## src/include/fia_pkg.sv

```systemverilog
// package for the flash in-application access control block
package fia_pkg;
  localparam logic [7:0] FIA_CMD_ADDR = 8'h97;
  localparam logic [7:0] FIA_IE1_ADDR = 8'ha9;
  localparam logic [7:0] FIA_CFGL_SFR_ADDR = 8'hf7;
  localparam logic [7:0] FIA_CMD_ALL = 8'h65;
  localparam logic [7:0] FIA_CMD_SOFT_RESET_COMMAND = 8'h56;
  localparam logic [2:0] FIA_WE_KEY = 3'h5;
  localparam int FIA_WE_LSB = 5;
  localparam int FIA_LOCK_BIT = 1;
  localparam logic [15:0] FIA_LOCK_END = 16'h01ff;
  localparam logic [15:0] FIA_ALL_END = 16'h1eff;
  localparam logic [15:0] FIA_FREE_END = 16'h1ffd;
  localparam logic [15:0] FIA_CFGL_ADDR = 16'h1ffe;
  localparam logic [15:0] FIA_CFGH_ADDR = 16'h1fff;
  localparam logic [15:0] FIA_EXPANSION_DATA_RAM_BASE = 16'hff00;
  localparam logic [7:0] FIA_IE1_RST = 8'h00;
  localparam logic [7:0] FIA_CFGL_RST = 8'h00;
  localparam int FIA_CLK_HZ = 40000000;
  localparam int FIA_WRITE_US = 500;
  localparam int FIA_WARMUP_MS = 40;
  localparam int FIA_WRITE_CYC = FIA_WRITE_US * (FIA_CLK_HZ / 1000000);
  localparam int FIA_WARMUP_CYC = FIA_WARMUP_MS * (FIA_CLK_HZ / 1000);

  typedef enum logic [1:0] {FIA_WARM, FIA_LOAD_L, FIA_LOAD_H, FIA_RUN} fia_phase_e;

  typedef struct packed {
    logic rd;
    logic wr;
    logic code;
    logic [15:0] addr;
    logic [7:0] wdata;
  } fia_acc_s;

  typedef struct packed {
    fia_phase_e phase;
    logic [20:0] cnt;
    logic all_area;
    logic [7:0] ie1;
    logic [7:0] cfg_low;
    logic [7:0] cfg_high;
    logic busy;
    logic soft_rst;
    logic por_done;
    logic [7:0] rdata;
    logic rvalid;
    logic denied;
    logic fl_we;
    logic fl_re;
    logic [15:0] fl_addr;
    logic [7:0] fl_wdata;
    logic expansion_data_ram_sel;
    logic sfr_rvalid;
    logic [7:0] sfr_rdata;
  } fia_state_s;
endpackage

```

## src/fia_ctrl.sv

```systemverilog
// flash in-application access control: sector permissions, write gating, stall
// Behaviour
// lowest sector: lock 1 blocks all; lock 0 code ok, data only with all-area flag
// middle sector: code reads always; data access only with all-area flag
// writing 65h to command register sets all-area flag; other values clear it
// command register read returns all-area flag on bit 0, reset 0
// free data sector always accessible by code and data space
// low config byte: code read always; data access needs all-area flag
// high config byte: data access denied, code read allowed
// after power-on, low config byte copied into an SFR software may modify
// data-space write to flash address is a byte write of accumulator
// flash write accepted only when write-enable field is 101
// stall cpu about 500 us during a flash write
// interrupts arising during a write stay pending until cpu resumes
// flash reads by data or code space add no wait cycles
// software should clear write-enable and all-area flag after access
// data accesses FF00h-FFFFh go to expansion data ram
// writing 56h to command register generates a software reset
// power-on: 40 ms warm-up then load both config bytes; no reload otherwise
// any reset returns SFRs to defaults, access flags disabled; rstn leaves the cfg_low SFR unchanged
`timescale 1ns/1ps
`default_nettype none
module fia_ctrl
  import fia_pkg::*;
#(
  parameter int WRITE_CYC = FIA_WRITE_CYC,
  parameter int WARMUP_CYC = FIA_WARMUP_CYC
) (
  input wire logic clk, // system clock
  input wire logic rstn, // any reset, sync active low
  input wire logic por_n, // power-on reset, sync active low
  input wire fia_acc_s acc, // cpu flash/expansion_data_ram access request
  input wire logic sfr_wr, // sfr write strobe
  input wire logic sfr_rd, // sfr read strobe
  input wire logic [7:0] sfr_addr, // sfr address
  input wire logic [7:0] sfr_wdata, // sfr write data
  input wire logic [7:0] fl_rdata, // flash array read data
  input wire logic irq_in, // combined interrupt request
  output logic [7:0] sfr_rdata, // sfr read data
  output logic sfr_rvalid, // sfr read data valid
  output logic [7:0] rdata, // flash read data to cpu
  output logic rvalid, // flash read data valid
  output logic denied, // access refused pulse
  output logic cpu_wait, // cpu stall during flash write
  output logic irq_take, // interrupt allowed to cpu
  output logic soft_rst, // software reset pulse
  output logic fl_we, // flash byte write strobe
  output logic fl_re, // flash read strobe
  output logic [15:0] fl_addr, // flash address
  output logic [7:0] fl_wdata, // flash write data
  output logic expansion_data_ram_sel, // expansion ram select
  output logic [7:0] cfg_low, // config low byte sfr
  output logic [7:0] cfg_high // config high byte
);
  fia_state_s s_reg, s_next;
  logic in_flash, allow, lock;
  logic irq_hold_reg;

  always_comb begin
    lock = s_reg.cfg_high[FIA_LOCK_BIT];
    in_flash = (acc.addr <= FIA_CFGH_ADDR);
    if (acc.addr <= FIA_LOCK_END) begin
      allow = !lock && (acc.code || s_reg.all_area);
    end else if (acc.addr <= FIA_ALL_END) begin
      allow = acc.code || s_reg.all_area;
    end else if (acc.addr <= FIA_FREE_END) begin
      allow = 1'b1;
    end else if (acc.addr == FIA_CFGL_ADDR) begin
      allow = acc.code || s_reg.all_area;
    end else begin
      allow = acc.code;
    end
  end

  always_comb begin
    s_next = s_reg;
    s_next.rvalid = 1'b0;
    s_next.denied = 1'b0;
    s_next.fl_we = 1'b0;
    s_next.fl_re = 1'b0;
    s_next.soft_rst = 1'b0;
    s_next.sfr_rvalid = 1'b0;
    s_next.expansion_data_ram_sel = 1'b0;
    unique case (s_reg.phase)
      FIA_WARM: begin
        s_next.busy = 1'b1;
        if (s_reg.cnt >= 21'(WARMUP_CYC - 1)) begin
          s_next.phase = FIA_LOAD_L;
          s_next.cnt = '0;
          s_next.fl_re = 1'b1;
          s_next.fl_addr = FIA_CFGL_ADDR;
        end else begin
          s_next.cnt = s_reg.cnt + 21'h1;
        end
      end
      FIA_LOAD_L: begin
        s_next.cfg_low = fl_rdata;
        s_next.fl_re = 1'b1;
        s_next.fl_addr = FIA_CFGH_ADDR;
        s_next.phase = FIA_LOAD_H;
      end
      FIA_LOAD_H: begin
        s_next.cfg_high = fl_rdata;
        s_next.phase = FIA_RUN;
        s_next.busy = 1'b0;
        s_next.por_done = 1'b1;
      end
      FIA_RUN: begin
        if (s_reg.busy) begin
          if (s_reg.cnt >= 21'(WRITE_CYC - 1)) begin
            s_next.busy = 1'b0;
            s_next.cnt = '0;
          end else begin
            s_next.cnt = s_reg.cnt + 21'h1;
          end
        end else begin
          if (sfr_wr && sfr_addr == FIA_CMD_ADDR) begin
            s_next.all_area = (sfr_wdata == FIA_CMD_ALL);
            s_next.soft_rst = (sfr_wdata == FIA_CMD_SOFT_RESET_COMMAND);
          end
          if (sfr_wr && sfr_addr == FIA_IE1_ADDR) begin
            s_next.ie1 = sfr_wdata;
          end
          if (sfr_wr && sfr_addr == FIA_CFGL_SFR_ADDR) begin
            s_next.cfg_low = sfr_wdata;
          end
          if (sfr_rd) begin
            s_next.sfr_rvalid = 1'b1;
            unique case (sfr_addr)
              FIA_CMD_ADDR: s_next.sfr_rdata = {7'h00, s_reg.all_area};
              FIA_IE1_ADDR: s_next.sfr_rdata = s_reg.ie1;
              FIA_CFGL_SFR_ADDR: s_next.sfr_rdata = s_reg.cfg_low;
              default: s_next.sfr_rdata = 8'h00;
            endcase
          end
          if ((acc.rd || acc.wr) && !acc.code && acc.addr >= FIA_EXPANSION_DATA_RAM_BASE) begin
            s_next.expansion_data_ram_sel = 1'b1;
          end else if (acc.rd && in_flash) begin
            s_next.fl_addr = acc.addr;
            if (allow) begin
              s_next.fl_re = 1'b1;
            end else begin
              s_next.denied = 1'b1;
            end
          end else if (acc.wr && !acc.code && acc.addr < FIA_CFGH_ADDR) begin
            if (allow && s_reg.ie1[FIA_WE_LSB+:3] == FIA_WE_KEY) begin
              s_next.fl_we = 1'b1;
              s_next.fl_addr = acc.addr;
              s_next.fl_wdata = acc.wdata;
              s_next.busy = 1'b1;
              s_next.cnt = '0;
            end else begin
              s_next.denied = 1'b1;
            end
          end else if (acc.wr && !acc.code && acc.addr == FIA_CFGH_ADDR) begin
            s_next.denied = 1'b1;
          end
        end
        if (s_reg.fl_re) begin
          s_next.rvalid = 1'b1;
          s_next.rdata = fl_rdata;
        end
      end
    endcase
  end

  always_ff @(posedge clk) begin
    if (!por_n) begin
      s_reg <= '0;
      s_reg.phase <= FIA_WARM;
      s_reg.busy <= 1'b1;
    end else if (!rstn) begin
      // config bytes kept; a power-on load still in progress runs on
      if (s_reg.por_done) begin
        s_reg.busy <= 1'b0;
        s_reg.cnt <= '0;
        s_reg.rvalid <= 1'b0;
        s_reg.denied <= 1'b0;
        s_reg.fl_we <= 1'b0;
        s_reg.fl_re <= 1'b0;
        s_reg.soft_rst <= 1'b0;
        s_reg.sfr_rvalid <= 1'b0;
        s_reg.expansion_data_ram_sel <= 1'b0;
      end else begin
        s_reg <= s_next;
      end
      s_reg.all_area <= 1'b0;
      s_reg.ie1 <= FIA_IE1_RST;
    end else begin
      s_reg <= s_next;
    end
  end

  always_ff @(posedge clk) begin
    if (!rstn || !por_n) begin
      irq_hold_reg <= 1'b0;
    end else begin
      irq_hold_reg <= irq_in && !s_next.busy;
    end
  end

  always_comb begin
    sfr_rdata = s_reg.sfr_rdata;
    sfr_rvalid = s_reg.sfr_rvalid;
    rdata = s_reg.rdata;
    rvalid = s_reg.rvalid;
    denied = s_reg.denied;
    cpu_wait = s_reg.busy;
    irq_take = irq_hold_reg;
    soft_rst = s_reg.soft_rst;
    fl_we = s_reg.fl_we;
    fl_re = s_reg.fl_re;
    fl_addr = s_reg.fl_addr;
    fl_wdata = s_reg.fl_wdata;
    expansion_data_ram_sel = s_reg.expansion_data_ram_sel;
    cfg_low = s_reg.cfg_low;
    cfg_high = s_reg.cfg_high;
  end
endmodule // fia_ctrl
`default_nettype wire

```

## config.mk

```make
export PLATFORM = sky130hd
export DESIGN_NAME = fia_ctrl
export DESIGN_NICKNAME = d
export VERILOG_FILES = /design/src/include/fia_pkg.sv /design/src/fia_ctrl.sv
export SDC_FILE = /design/constraint.sdc
export NUM_CORES = 1
export LEC_CHECK = 0
export CORE_MARGIN = 1
export CORE_UTILIZATION = 40
export DETAILED_ROUTE_END_ITERATION = 10
export DONT_BUFFER_PORTS = 1
export MAX_ROUTING_LAYER = met4
export PLACE_DENSITY = 0.54
export SLEW_MARGIN = 20
export SYNTH_ARGS = -nofsm -noshare
export SYNTH_HDL_FRONTEND = slang
export SYNTH_SLANG_ARGS = --single-unit
```

## constraint.sdc

```tcl
create_clock -name clk -period 2.7 [get_ports clk]
set_input_delay 0.54 -clock clk [delete_from_list [all_inputs] [get_ports clk]]
set_output_delay 0.54 -clock clk [all_outputs]
set_load 0.02 [all_outputs]
```

==> summary.txt, run 1 <==
Layout
  – Layout cells sized above 1: 12.84%
  – Antenna diodes: 0
  – Fin nets: 604
  – Multi-input logic area: 2530 µm²
  – Register area: 1962 µm²
  – Most frequent cells in the layout: 98 x dfxtp_1, 79 x nor2_1, 58 x nand2_1
  – Layout filler cell count: 1275
  – Area delta synth->final: 4.018%
  – Number of flip-flops in the largest register: 24
  – Commonest non-fill, non-tap cell in the layout: dfxtp_1

Pwr
  – PwrDens: 649.5 nW/µm²
  – PnR Total Power: 0.003429 W
  – Static Leak: 1.981 nW
  – VDD IR-drop max: 0.4548 mV

Worst setup path
  – Critical-path cell list: ha_4 -> nand3_1 -> or3b_2 -> a31o_1 -> a22oi_2 -> buf_4 -> or3_1 -> buf_12 -> nor3_1 -> a211o_1
  – Critical Path RT: 2.94 ns
  – Crit Path Max Fanout: 16
  – CP delay by family, top: simple AND/OR/NAND/NOR gates
  – Crit Path Category: flip-flop to flip-flop
  – Flop2flop setup slack: 0.16 ns
  – Crit path largest cell delay: 0.48 ns
  – Crit start category: flip-flop
  – Crit. End Element: flip-flop
  – Critical Path Slowest Stage Cell: or3b_2
  – Worst Path Buf+Inv: 2
  – CP arrival: 2.78 ns

Global routing
  – Largest net degree at the start of global routing: 57
  – Antenna violations before repair: 0
  – Global route overflow: 0
  – Vias in the first global route: 3885
  – First-pass GRT wire length: 19600 µm
  – All-Layer GR Usage: 20.17%

Floorplanning
  – Die height: 114.7 µm
  – Core box area: 12210 µm²
  – FP Rows: 40
  – Die footprint: 13140 µm²
  – Effective utilization at floorplan: 41.57%
  – Chip width: 114.7 µm
  – IO Count: 122

Timing
  – Fin Hold WS: 0.2618 ns
  – Fin crit share: 94.16%
  – Worst-Margin Slew: 0.7864 ns
  – Fin. Hold Viols: 0
  – Tmin final: 2.542 ns
  – Final setup fails: 0
  – Clock skew: 0.008343 ns
  – Worst slew margin: 47.29%
  – Max Freq: 0.3933 GHz
  – Fin. max-slew vios: 0
  – Setup TNS: 0 ns
  – RSZ-0062 raised after global routing: no

Clocking
  – Worst-path clk slew: 0.07 ns
  – CTS Hold Buffers Added: 0
  – Clock Latency Late Sink: 0.36 ns
  – Clock Path Buffers: 2
  – CTS Sinks: 98
  – TritonCTS clock tree: done
  – CTS buffer count: 9
  – Htree depth: 3
  – Clock root buffer: clkbuf_16

Route
  – Iteration-0 DRC count of the detailed router: 260
  – Vias: 3982
  – Vias/cell: 5.585
  – DRC: 0
  – Drt total wl: 12350 µm
  – Pre-Repair DR Iteration Count: 4
  – Final antenna-violating net count: 0
  – Avg WL per Cell: 17.33 µm

Synth
  – Post-synth top area cell: dfxtp_1
  – Post-synth ARST share: 0%
  – Top_reg_cell synth: dfxtp_1
  – Post-synth EDFFs: 0
  – Post-synthesis cell area: 5076 µm²
  – Post-synthesis register bit count: 98
  – Post-synth top area share: 38.65%
  – Unique masters post-synth: 61
  – Area contributors post-synth: dfxtp_1 39%, buf_4 8.7%, mux2i_1 6.7%
  – Seq/Total Area, Yosys: 38.65%
  – Mapped Cells: 583
  – Syn_area_per_cell: 8.707 µm²
  – Number of synthesis warnings: 0
  – Syn Nets: 647

Flow run
  – Max-capacitance violation count: 0

Placed design
  – Detail Placement HPWL: 9055 µm
  – Port bufs: 0
  – Routability cong.: 0.8011

Status
  – Status: finished clean

Worst hold path
  – Worst Hold Class: input pin to flip-flop
cell families (layout without fill, tap and decap cells):
logic type	count (synthesis)	count (layout)	share of synthesized area, %
compound gates	103	103	16.52
fa+ha+maj	7	7	1.725
buf+inv	94	56	11.86
flops	98	98	38.65
mux	34	34	6.705
simple gates	247	247	24.55
through the flow:
stage | util [%] | cells | setup slack (ns) | area, µm²
final | 43.24 | 713 | 0.1576 | 5280
after global routing | 43.24 | 713 | 0.01385 | 5280
after CTS | 43.14 | 713 | 0.1020 | 5268
after detailed placement | 40.83 | 697 | 0.1167 | 4986
after global placement | 40.79 | 697 | 0.03792 | 4981
after floorplan | - | 583 | 0.2662 | 5076
synthesized netlist by cell type, types with 4 or more instances:
| library cell | instances |
|---|---|
| nand4_1 | 7 |
| ha_1 | 7 |
| nand2_1 | 58 |
| or3_1 | 4 |
| a311oi_1 | 7 |
| nor3_1 | 19 |
| clkbuf_1 | 17 |
| a21oi_1 | 18 |
| a211oi_1 | 11 |
| o21ai_0 | 8 |
| or2_2 | 4 |
| and3_1 | 19 |
| a22oi_1 | 9 |
| nand3_1 | 22 |
| a311oi_2 | 6 |
| nor2_1 | 79 |
| nor4_1 | 6 |
| dfxtp_1 | 98 |
| o2bb2ai_1 | 8 |
| mux2i_1 | 34 |
| buf_2 | 4 |
| a211o_1 | 13 |
| buf_4 | 59 |
| inv_1 | 11 |
where the power goes:
| group | switching [W] | internal [W] |
|---|---|---|
| registers | 0.000146 | 0.00153 |
| clock network | 0.000588 | 0.000656 |
| logic | 0.000292 | 0.000219 |
| total | 0.00103 | 0.00240 |
path summary, 6_finish.rpt:
check               to       from  cells after the start
max          s_reg[89]  s_reg[74]                     10
min           cpu_wait      por_n                      1
max reg2reg  s_reg[89]  s_reg[74]                     10
min reg2reg  flip-flop  flip-flop                      2
repair_timing:
| item | 4_1_cts | 5_1_grt |
|---|---|---|
| buffers inserted | 0 | 0 |
| setup endpoints to repair | 0 | 10 |
| gates resized for setup | 0 | 2 |
| hold endpoints to repair | 0 | 0 |
routing by layer:
layer  part of all wire, %  routed length [µm]  global-route usage [%]
met1                    42                5238                   22.40
met2                    48                5903                   32.57
met3                   7.3                 904                   6.882
met4                   2.5                 306                   9.437
met5                     0                   0                       -
area by class of cell:
cell class | count | share of cell area (%)
Clock buffer | 11 | 4.597
Clock inverter | 5 | 0.7346
Inverter | 11 | 0.7820
Multi-Input combinational cell | 391 | 47.91
Sequential cell | 98 | 37.16
Tap cell | 168 | 3.981
Timing Repair Buffer | 29 | 4.834
(Power assumes the default switching activity.)
==> inputs of run 2 (changes only) <==
--- a/config.mk
+++ b/config.mk
@@ -5,6 +5,7 @@
 export SDC_FILE = /design/constraint.sdc
 export NUM_CORES = 1
 export LEC_CHECK = 0
+export CORE_ASPECT_RATIO = 0.6
 export CORE_MARGIN = 1
 export CORE_UTILIZATION = 40
 export DETAILED_ROUTE_END_ITERATION = 10
==> constraint.sdc (replaced) <==
create_clock -name clk -period 3.2 [get_ports clk]
set_input_delay 0.64 -clock clk [delete_from_list [all_inputs] [get_ports clk]]
set_output_delay 0.64 -clock clk [all_outputs]
set_load 0.02 [all_outputs]
==> run 2 against run 1 <==
Critical path depth is 2 lower. Clock-buffer cell count is 2 lower. Combinational power is 24% lower. Via count is 1.5% lower. Wire length is 3.9% higher. Maximum frequency is 9.4% lower. First-iteration DRC count is 10% lower. Flip-flop and latch count stayed put. Sequential power is 15% lower. Clock skew hardly changed. Global-route usage hardly changed. Critical path type unchanged. Largest cell class unchanged.
==> summary.txt, run 2 (synthesis results as in run 1) <==
Timing
  – Final setup fails: 0
  – Setup TNS: 0 ns
  – Worst-Margin Slew: 0.7071 ns
  – Fin. max-slew vios: 0
  – Fin crit share: 87.72%
  – Worst slew margin: 52.86%
  – Max Freq: 0.3562 GHz
  – Clock skew: 0.008508 ns
  – Tmin final: 2.807 ns
  – Fin. Hold Viols: 0
  – RSZ-0062 raised after global routing: no
  – Final WS setup: 0.3929 ns

Floorplanning
  – Chip width: 147.4 µm
  – Die height: 89.26 µm
  – Die footprint: 13160 µm²
  – FP Rows: 31
  – IO Count: 122
  – Effective utilization at floorplan: 41.55%
  – Core box area: 12220 µm²

Global routing
  – Global route overflow: 0
  – Antenna violations before repair: 0
  – Largest net degree at the start of global routing: 57
  – First-pass GRT wire length: 19580 µm
  – Vias in the first global route: 3628
  – All-Layer GR Usage: 20.15%

Worst setup path
  – CP delay by family, top: simple AND/OR/NAND/NOR gates
  – CP arrival: 3.04 ns
  – Crit. End Element: flip-flop
  – Crit Path Category: flip-flop to flip-flop
  – Critical-path cell list: ha_1 -> nand3_1 -> or3b_2 -> a31o_1 -> a22oi_2 -> or3_1 -> nor3_1 -> a211o_1
  – Worst Path Buf+Inv: 0
  – Critical Path Slowest Stage Cell: or3_1
  – Crit path largest cell delay: 0.54 ns
  – Critical Path RT: 3.43 ns
  – Crit Path Max Fanout: 16
  – Crit start category: flip-flop

Layout
  – Commonest non-fill, non-tap cell in the layout: dfxtp_1
  – Most frequent cells in the layout: 98 x dfxtp_1, 79 x nor2_1, 58 x nand2_1
  – Core Util, Final: 42.07%
  – Layout cells sized above 1: 9.160%
  – Fin nets: 584
  – Area delta synth->final: 1.257%
  – Number of flip-flops in the largest register: 24
  – Antenna diodes: 0
  – Layout filler cell count: 1249

Clocking
  – CTS buffer count: 9
  – Clock Path Buffers: 2
  – CTS Hold Buffers Added: 0
  – Clock root buffer: clkbuf_16
  – # Post-CTS Setup Buffers: 0
  – CTS Sinks: 98
  – Post_cts resized: 0
  – Worst-path clk slew: 0.07 ns
  – Htree depth: 3
  – Clock Latency Late Sink: 0.34 ns
  – TritonCTS clock tree: done

Status
  – Status: finished clean

Placed design
  – Dpl ws: 0.3023 ns
  – Detail Placement HPWL: 9463 µm
  – Port bufs: 0
  – Routability cong.: 0.8059

Pwr
  – PwrDens: 593.7 nW/µm²
  – VDD IR-drop max: 0.2796 mV
  – Static Leak: 1.901 nW

Route
  – Vias: 3923
  – Vias/cell: 5.694
  – Drt total wl: 12840 µm
  – Iteration-0 DRC count of the detailed router: 234
  – Avg WL per Cell: 18.63 µm
  – Final antenna-violating net count: 0
  – Pre-Repair DR Iteration Count: 5
  – DRC: 0

Flow run
  – Max-capacitance violation count: 0

Worst hold path
  – Worst Hold Class: input pin to flip-flop
-- run 2: power breakdown --
group | switching, W | internal (W)
Clock | 0.000477 | 0.000764
Combinational | 0.000239 | 0.000151
Sequential | 0.000130 | 0.00129
-- run 2: worst paths after layout --
| kind | to | cells past startpoint | slack (ns) | start |
|---|---|---|---|---|
| min reg2reg | s_reg[46] | 2 | 0.49 | s_reg[46] |
| max reg2reg | s_reg[87] | 8 | 0.39 | s_reg[74] |
| min | cpu_wait | 1 | 0.40 | por_n |
| max | s_reg[87] | 8 | 0.39 | s_reg[74] |
-- run 2: layer usage --
layer  track usage [%]  up-vias  part of all wire [%]
met5                 -        -                     0
met2             26.89      153                    40
li1                  -     1914                     -
met1             28.43     1845                    49
met3             6.327       11                   9.2
met4             5.904        0                   1.0
-- run 2: area by class of cell --
type	instances	area, µm²	share of cell area, %
sequential	98	1962	38.17
timing repair buffer	9	80.08	1.558
tap	165	206.4	4.017
clock inverter	6	112.6	2.191
clock buffer	9	225.2	4.382
multi-input combinational	391	2512	48.88
inverter	11	41.29	0.8033
-- run 2: metrics by stage --
stage	hold slack (ns)	total power (W)	area [µm²]	cells
6_report	0.3966	0.003051	5140	689
5_1_grt	0.3780	0.003173	5140	689
4_1_cts	0.3830	0.003085	5140	689
3_5_place_dp	0.4823	0.001842	4802	674
3_3_place_gp	0.4741	0.001822	4802	674
2_1_floorplan	0.4087	0.001808	5076	583
